[src/inc/an_np_pkg.sv]
/*
 * constants for the auto-negotiation expansion, next-page and indirect mmd
 * access register bank. assumes a 5-bit register index and 16-bit data words
 * as carried by the serial management port.
 */
// Functional notes
// - expansion bit 6 always reads one
// - bit 5 reads one, pages go to index 8
// - parallel fault bit 4 latches until read
// - page received bit 1 latches on new page
// - bit 3 reports partner next page ability
// - bit 2 always reads one
// - bit 0 reports partner auto-negotiation ability
// - tx page writable fields, toggle read-only
// - rx page read-only, zero after reset
// - rx bit 14 flags received code word
// - function field: 00 address, 01 data
// - device select field picks target mmd
// - address mode loads mmd register address
// - data mode moves data at latched address

package an_np_pkg;

   // -------------------------------------------------------------------
   // register indices
   // -------------------------------------------------------------------
   localparam logic [4:0] IDX_EXPANSION = 5'h06; // autoneg_expansion_status
   localparam logic [4:0] IDX_NP_TX = 5'h07; // next_page_transmit
   localparam logic [4:0] IDX_NP_RX = 5'h08; // next_page_receive
   localparam logic [4:0] IDX_MMD_CTRL = 5'h0d; // indirect_access_control
   localparam logic [4:0] IDX_MMD_ADDR_DATA = 5'h0e; // indirect_address_data

   // -------------------------------------------------------------------
   // expansion register bit positions
   // -------------------------------------------------------------------
   localparam int EXP_NP_LOC_ABLE = 6; // storage location is reported
   localparam int EXP_NP_LOC = 5; // pages kept in receive register
   localparam int EXP_PD_FAULT = 4; // latching parallel fault
   localparam int EXP_LP_NP_ABLE = 3; // partner next page able
   localparam int EXP_NP_ABLE = 2; // local next page able
   localparam int EXP_PAGE_RCVD = 1; // latching page received
   localparam int EXP_LP_AN_ABLE = 0; // partner autoneg able

   // -------------------------------------------------------------------
   // next page word layout
   // -------------------------------------------------------------------
   localparam int NP_NEXT = 15; // next page flag
   localparam int NP_ACK = 14; // acknowledge, receive side only
   localparam int NP_MSG = 13; // message page flag
   localparam int NP_ACK2 = 12; // comply acknowledge
   localparam int NP_TOGGLE = 11; // toggle
   localparam logic [15:0] NP_TX_WR_MASK = 16'hb7ff; // writable tx bits
   localparam logic [15:0] NP_TX_RESET = 16'h2001; // message page, code 1
   localparam logic [15:0] NP_RX_RESET = 16'h0000; // receive page at reset

   // -------------------------------------------------------------------
   // indirect access control layout
   // -------------------------------------------------------------------
   localparam int MMD_FUNC_HI = 15; // function field top bit
   localparam int MMD_FUNC_LO = 14; // function field low bit
   localparam int MMD_DEV_HI = 4; // device select top bit
   localparam logic [1:0] RESET_FUNC = 2'h0; // function after reset
   localparam logic [4:0] RESET_DEV = 5'h00; // device select after reset
   localparam logic [15:0] RESET_ADDR_DATA = 16'h0000; // address/data reset
   localparam logic [4:0] MMD_DEV_PCS = 5'h03; // pcs device
   localparam logic [4:0] MMD_DEV_AN = 5'h07; // autoneg device

   // function field codes
   typedef enum logic [1:0]
   {
      FUNC_ADDRESS = 2'b00, // load mmd register address
      FUNC_DATA = 2'b01, // data, no post increment
      FUNC_RSVD_A = 2'b10, // must not be written
      FUNC_RSVD_B = 2'b11 // must not be written
   } mmd_func_t;

endpackage : an_np_pkg

[src/core/lh_status_bit.sv]
/*
 * one latching-high status bit that clears when software reads it.
 * assumes set condition and read strobe come from logic on sys_clk.
 */
`timescale 1ns/1ps
`default_nettype none

module lh_status_bit
(
   input wire logic sys_clk, // system clock
   input wire logic srst, // synchronous reset, active high
   input wire logic set_cond, // setting condition, level
   input wire logic rd_clr, // read of the owning register, pulse
   output logic bit_q // latched status
);

   // -------------------------------------------------------------------
   // latch
   // -------------------------------------------------------------------
   // the condition wins over a read in the same cycle, so no event is lost
   always_ff @(posedge sys_clk)
   begin
      if (srst)
      begin
         bit_q <= 1'b0;
      end
      else
      begin
         bit_q <= set_cond | (bit_q & ~rd_clr);
      end
   end

endmodule : lh_status_bit

`default_nettype wire

[src/core/an_np_regs.sv]
/*
 * expansion status, next page tx/rx and indirect mmd access registers.
 * assumes a serial management frame decoder on sys_clk delivering one-cycle
 * read and write strobes with a register index, and an autoneg engine and
 * mmd register space on the same clock.
 */
`timescale 1ns/1ps
`default_nettype none

module an_np_regs
(
   input wire logic sys_clk, // system clock, 200 mhz
   input wire logic srst, // synchronous reset, active high
   // serial_management_port register access
   input wire logic reg_wr, // write strobe, one cycle
   input wire logic reg_rd, // read strobe, one cycle
   input wire logic [4:0] reg_idx, // register index
   input wire logic [15:0] reg_wdata, // write data
   output logic [15:0] reg_rdata_q, // read data, valid cycle after reg_rd
   // autoneg engine side
   input wire logic page_rcvd, // new page arrived, pulse or level
   input wire logic pd_fault, // parallel detection fault condition
   input wire logic lp_np_able, // partner advertised next page ability
   input wire logic lp_an_able, // partner is autoneg capable
   input wire logic np_rx_load, // load a received next page, pulse
   input wire logic [15:0] np_rx_word, // received next page word
   input wire logic np_tx_toggle, // toggle bit kept by the engine
   output logic [15:0] np_tx_word_q, // next page to transmit
   // mmd register space side
   output logic [4:0] mmd_device_select_q, // selected mmd device
   output logic [15:0] mmd_addr_q, // latched mmd register address
   output logic [15:0] mmd_wdata_q, // mmd write data
   output logic mmd_wr_q, // mmd write pulse
   output logic mmd_rd_q, // mmd read pulse, for read side effects
   input wire logic [15:0] mmd_rdata // mmd data at selected address
);
   import an_np_pkg::*;

   // -------------------------------------------------------------------
   // declarations
   // -------------------------------------------------------------------
   logic [1:0] lh_set; // latching bit conditions
   logic [1:0] lh_q; // latched bits: 0 page received, 1 fault
   logic exp_rd; // expansion register is being read
   logic [15:0] np_rx_q; // received next page
   logic [1:0] func_q; // mmd function field
   logic [15:0] rdata_d; // read mux
   logic data_mode; // function field selects data

   assign exp_rd = reg_rd && (reg_idx == IDX_EXPANSION);
   assign lh_set = {pd_fault, page_rcvd};
   // reserved codes behave as data mode; software must not write them
   assign data_mode = (func_q != FUNC_ADDRESS);

   // -------------------------------------------------------------------
   // latching status bits
   // -------------------------------------------------------------------
   genvar gi;
   generate
      for (gi = 0; gi < 2; gi++)
      begin : g_lh
         lh_status_bit u_lh
         (
            .sys_clk(sys_clk),
            .srst(srst),
            .set_cond(lh_set[gi]),
            .rd_clr(exp_rd),
            .bit_q(lh_q[gi])
         );
      end
   endgenerate

   // -------------------------------------------------------------------
   // next page transmit register
   // -------------------------------------------------------------------
   // toggle bit is owned by the engine, so it is never stored here
   always_ff @(posedge sys_clk)
   begin
      if (srst)
      begin
         np_tx_word_q <= NP_TX_RESET;
      end
      else if (reg_wr && reg_idx == IDX_NP_TX)
      begin
         np_tx_word_q <= reg_wdata & NP_TX_WR_MASK;
      end
   end

   // -------------------------------------------------------------------
   // next page receive register
   // -------------------------------------------------------------------
   // software writes are ignored: the engine is the only writer
   always_ff @(posedge sys_clk)
   begin
      if (srst)
      begin
         np_rx_q <= NP_RX_RESET;
      end
      else if (np_rx_load)
      begin
         np_rx_q <= np_rx_word;
      end
   end

   // -------------------------------------------------------------------
   // indirect access control
   // -------------------------------------------------------------------
   always_ff @(posedge sys_clk)
   begin
      if (srst)
      begin
         func_q <= RESET_FUNC;
         mmd_device_select_q <= RESET_DEV;
      end
      else if (reg_wr && reg_idx == IDX_MMD_CTRL)
      begin
         func_q <= reg_wdata[MMD_FUNC_HI:MMD_FUNC_LO];
         mmd_device_select_q <= reg_wdata[MMD_DEV_HI:0];
      end
   end

   // -------------------------------------------------------------------
   // indirect address / data
   // -------------------------------------------------------------------
   // the address only moves in address mode; data mode leaves it alone
   always_ff @(posedge sys_clk)
   begin
      if (srst)
      begin
         mmd_addr_q <= RESET_ADDR_DATA;
      end
      else if (reg_wr && reg_idx == IDX_MMD_ADDR_DATA && !data_mode)
      begin
         mmd_addr_q <= reg_wdata;
      end
   end

   // data mode strobes into the mmd space at the latched address
   always_ff @(posedge sys_clk)
   begin
      if (srst)
      begin
         mmd_wdata_q <= RESET_ADDR_DATA;
         mmd_wr_q <= 1'b0;
         mmd_rd_q <= 1'b0;
      end
      else
      begin
         mmd_wr_q <= reg_wr && reg_idx == IDX_MMD_ADDR_DATA && data_mode;
         mmd_rd_q <= reg_rd && reg_idx == IDX_MMD_ADDR_DATA && data_mode;
         if (reg_wr && reg_idx == IDX_MMD_ADDR_DATA && data_mode)
         begin
            mmd_wdata_q <= reg_wdata;
         end
      end
   end

   // -------------------------------------------------------------------
   // read mux
   // -------------------------------------------------------------------
   always_comb
   begin
      rdata_d = 16'h0000; // unmapped and reserved bits read zero
      if (reg_idx == IDX_EXPANSION)
      begin
         rdata_d[EXP_NP_LOC_ABLE] = 1'b1;
         rdata_d[EXP_NP_LOC] = 1'b1;
         rdata_d[EXP_PD_FAULT] = lh_q[1];
         rdata_d[EXP_LP_NP_ABLE] = lp_np_able;
         rdata_d[EXP_NP_ABLE] = 1'b1;
         rdata_d[EXP_PAGE_RCVD] = lh_q[0];
         rdata_d[EXP_LP_AN_ABLE] = lp_an_able;
      end
      else if (reg_idx == IDX_NP_TX)
      begin
         rdata_d = np_tx_word_q;
         rdata_d[NP_TOGGLE] = np_tx_toggle;
      end
      else if (reg_idx == IDX_NP_RX)
      begin
         rdata_d = np_rx_q;
      end
      else if (reg_idx == IDX_MMD_CTRL)
      begin
         rdata_d[MMD_FUNC_HI:MMD_FUNC_LO] = func_q;
         rdata_d[MMD_DEV_HI:0] = mmd_device_select_q;
      end
      else if (reg_idx == IDX_MMD_ADDR_DATA)
      begin
         // address mode shows the latched address, data mode the mmd word
         rdata_d = data_mode ? mmd_rdata : mmd_addr_q;
      end
   end

   // read data holds until the next read
   always_ff @(posedge sys_clk)
   begin
      if (srst)
      begin
         reg_rdata_q <= 16'h0000;
      end
      else if (reg_rd)
      begin
         reg_rdata_q <= rdata_d;
      end
   end
endmodule : an_np_regs

`default_nettype wire

[config.mk]
export PLATFORM = sky130hd
export DESIGN_NAME = an_np_regs
export DESIGN_NICKNAME = d
export VERILOG_FILES = /design/src/inc/an_np_pkg.sv /design/src/core/lh_status_bit.sv /design/src/core/an_np_regs.sv
export SDC_FILE = /design/constraint.sdc
export NUM_CORES = 1
export LEC_CHECK = 0
export ABC_CLOCK_PERIOD_IN_PS = 2390
export BUFFER_PORTS_ARGS = -buffer_cell sky130_fd_sc_hd__clkbuf_2
export CAP_MARGIN = 15
export CORE_MARGIN = 1
export CORE_UTILIZATION = 50
export CTS_CLUSTER_DIAMETER = 100
export DETAILED_ROUTE_END_ITERATION = 7
export GPL_ROUTABILITY_DRIVEN = 0
export PLACE_DENSITY = 0.8
export REMOVE_ABC_BUFFERS = 1
export SLEW_MARGIN = 20
export SYNTH_ARGS = -nofsm -noshare
export SYNTH_HDL_FRONTEND = slang
export SYNTH_SLANG_ARGS = --single-unit
[constraint.sdc]
create_clock -name sys_clk -period 2.39 [get_ports sys_clk]
set_clock_uncertainty 0.2 [all_clocks]
set_input_delay 0.239 -clock sys_clk [delete_from_list [all_inputs] [get_ports sys_clk]]
set_output_delay 0.239 -clock sys_clk [all_outputs]
set_load 0.02 [all_outputs]
==> results.toml <==
[run_status]
outcome = "finished clean"

[synth]
async_reset_ff_share_pct = 0
syn_avg_cell_area_sq_um = 8.45
synth-edff-count = 0
yosys_most_used_dff = "dfxtp_1"
ys_types = 48
yosysTopAreaCell = "dfxtp_1"
syn_inst = 460
synth_seq_cells = 89
yosysSeqAreaShare_pct = 45.8
yosys_warnings = 0
yosysTopAreaCellShare_pct = 45.8
syn_area_sq_um = 3890
synth.area.top_cells = "dfxtp_1 (46%), nand2_1 (9.9%), mux2i_1 (9.3%)"

[finish]
multi_input_area_sq_um = 1930
most-common-layout-cells = "clkbuf_2 (130), nand2_1 (102), dfxtp_1 (89)"
drive_above_1_share_pct = 26.7
seqCellArea_sq_um = 1780
fin_area_sq_um = 5110
n_fill_cell = 625
syn_to_final_growth_pct = 31.5
fin_util_pct = 69.3
mostFrequentLayoutCell = "clkbuf_2"
nets = 676
antenna_cells = 0

[floorplanning]
dieHeight_microns = 90.2
dieArea_sq_um = 8130
start_util_pct = 52.7
ioPinCount = 134
rows = 31
die_x_microns = 90.2
core_area_sq_um = 7370

[sta]
final.setup.worst_slack_ps = 230
hold_ws_ps = 87.3
period_minus_slack_ps = 2160
fmax_ghz = 0.463
rsz0062_at_grt = "false"
timing_hold_violations_final = 0
setup_viol = 0
worst_pin_slew_ps = 888
slew_viol_final = 0
setup_tns_ps = 0
finalCritPeriodShare_pct = 90.4
max_slew_margin_pct = 40.4

[power]
power_frac_seq_pct = 55.5
pwr-share-comb_pct = 10.8
leakage_nw = 2.19
switching_power_uw = 676
internal-power_mw = 2.08
clockPowerShare_pct = 33.7
p_per_area_nw_per_um2 = 539
swShare_pct = 24.6
max-vdd-ir-drop_mv = 0.327

[global_route]
grt_max_degree = 23
grt.met2_usage_pct = 45.5
track_usage_pct = 28.6
met1_usage_pct = 37.4
grt_pass1_wl_microns = 18700
gr-total-overflow = 0
grt_use_met3_pct = 5.33
first_global_vias = 3787
antenna_found_initial = 0
grt_busiest_layer = "met2"

[critical_path]
reg2reg_depth = 4
r2r-end = "mmd_wdata_q[7]"
crit_path_start_kind = "register"
r2r_setup_slack_ps = 230
r2r-start = "func_q[0]"
endpoint_kind = "register"
worstPathArrival_ps = 2190
required_ps = 2420
path_class = "register to register"
cp_max_fo = 18

[cts]
clock_sinks = 89
clock_latency_ps = 340
cts_root_buffer = "clkbuf_8"
cts_resized = 0
htreeDepth = 3
cts_tree = "done"
cts_buffer_depth = 2
cts_buffers = 9
clk_pin_slew_ps = 80

[placement]
post-place-ws_ps = 281
port_buffers = 131
placed_cell_area_sq_um = 4590
place.detailed.hpwl_microns = 8170

[routing]
drt_iter0_markers = 334
drtAntennaViolNets = 0
vias_per_cell = 5.55
drc = 0
dr.pass1.iters = 5
wire_per_inst_microns = 16.1
via_count = 3972
finalWirelength_microns = 11600

[worst_hold_path]
hp-start = "mmd_rdata[12]"
worstHoldPathCells = 4
min_to = "reg_rdata_q[12]"
min_path_type = "primary input to register"

[run]
maxCapViolations = 0
-- area by class of cell --
class / count / area share, %
Timing Repair Buffer: 178 / 21.5
Tap cell: 99 / 2.42
Clock inverter: 2 / 0.269
Multi-Input combinational cell: 333 / 37.7
Clock buffer: 13 / 3.11
Inverter: 2 / 0.147
Sequential cell: 89 / 34.9
-- stage by stage --
step           power, mW  instances
3_5_place_dp        1.81        666
6_report            2.75        716
2_1_floorplan       1.66        424
3_3_place_gp        1.80        666
4_1_cts             2.76        716
5_1_grt             2.85        716
-- cell families (layout without fill, tap and decap cells) --
| group | count (synthesis) | in the layout | share of synthesized area [%] |
|---|---|---|---|
| and+or+nand+nor | 190 | 190 | 23.4 |
| AOI/OAI and AO/OA | 103 | 103 | 16.1 |
| other | 1 | 2 | 0.0965 |
| DFF | 89 | 89 | 45.8 |
| buffers and inverters | 39 | 195 | 4.67 |
| muxes | 38 | 38 | 9.85 |
-- sequential cells by signal, indices dropped and copies added, names as in the netlist --
signal	count
mmd_device_select_q	5
g_lh.u_lh.bit_q	2
func_q	2
mmd_wr_q	1
mmd_addr_q	16
mmd_wdata_q	16
reg_rdata_q	16
np_rx_q	16
np_tx_word_q	14
mmd_rd_q	1
-- power groups by stage --
stage	clock, mW	sequential [mW]	combinational, mW
finish	0.927	1.53	0.298
global placement	0	1.56	0.242
CTS	0.940	1.53	0.294
global route	0.995	1.53	0.321
detailed placement	0	1.56	0.248
floorplan	0	1.57	0.0923
-- worst max-delay path by stage --
stage,startpoint,to,cells past startpoint
after floorplan,func_q[0],mmd_wdata_q[0],4
after global placement,func_q[0],mmd_wdata_q[3],4
after detailed placement,func_q[0],mmd_wdata_q[7],4
after CTS,func_q[0],mmd_wdata_q[7],4
after global routing,func_q[0],mmd_wdata_q[14],4
final,func_q[0],mmd_wdata_q[7],4
-- critical path, stage by stage (launching register included) --
cell	delay, ps
dfxtp_1	520
nor2_4	210
or4_1	850
nand2_1	180
a21oi_1	80
-- cell usage after synthesis (5+ instances only) --
| master | count |
|---|---|
| nand2_1 | 102 |
| dfxtp_1 | 89 |
| a21oi_1 | 65 |
| mux2i_1 | 36 |
| nor2_1 | 35 |
| clkbuf_1 | 20 |
| buf_2 | 12 |
| or3_1 | 7 |
| nor2b_1 | 6 |
| a222oi_1 | 5 |
| nand3_1 | 5 |
| nor3_1 | 5 |
| o22a_1 | 5 |
-- layer usage --
| metal | vias to the layer above | routed length (microns) |
|---|---|---|
| li1 | 1909 | - |
| met1 | 1861 | 5050 |
| met2 | 184 | 5510 |
| met3 | 18 | 797 |
| met4 | 0 | 201 |
| met5 | - | 0 |
-- what timing repair did --
action / in CTS / in global routing
endpoints found under the hold margin: 69 / 0
hold buffers: 35 / 0
setup buffers: 0 / 0
(Power assumes the default switching activity.)
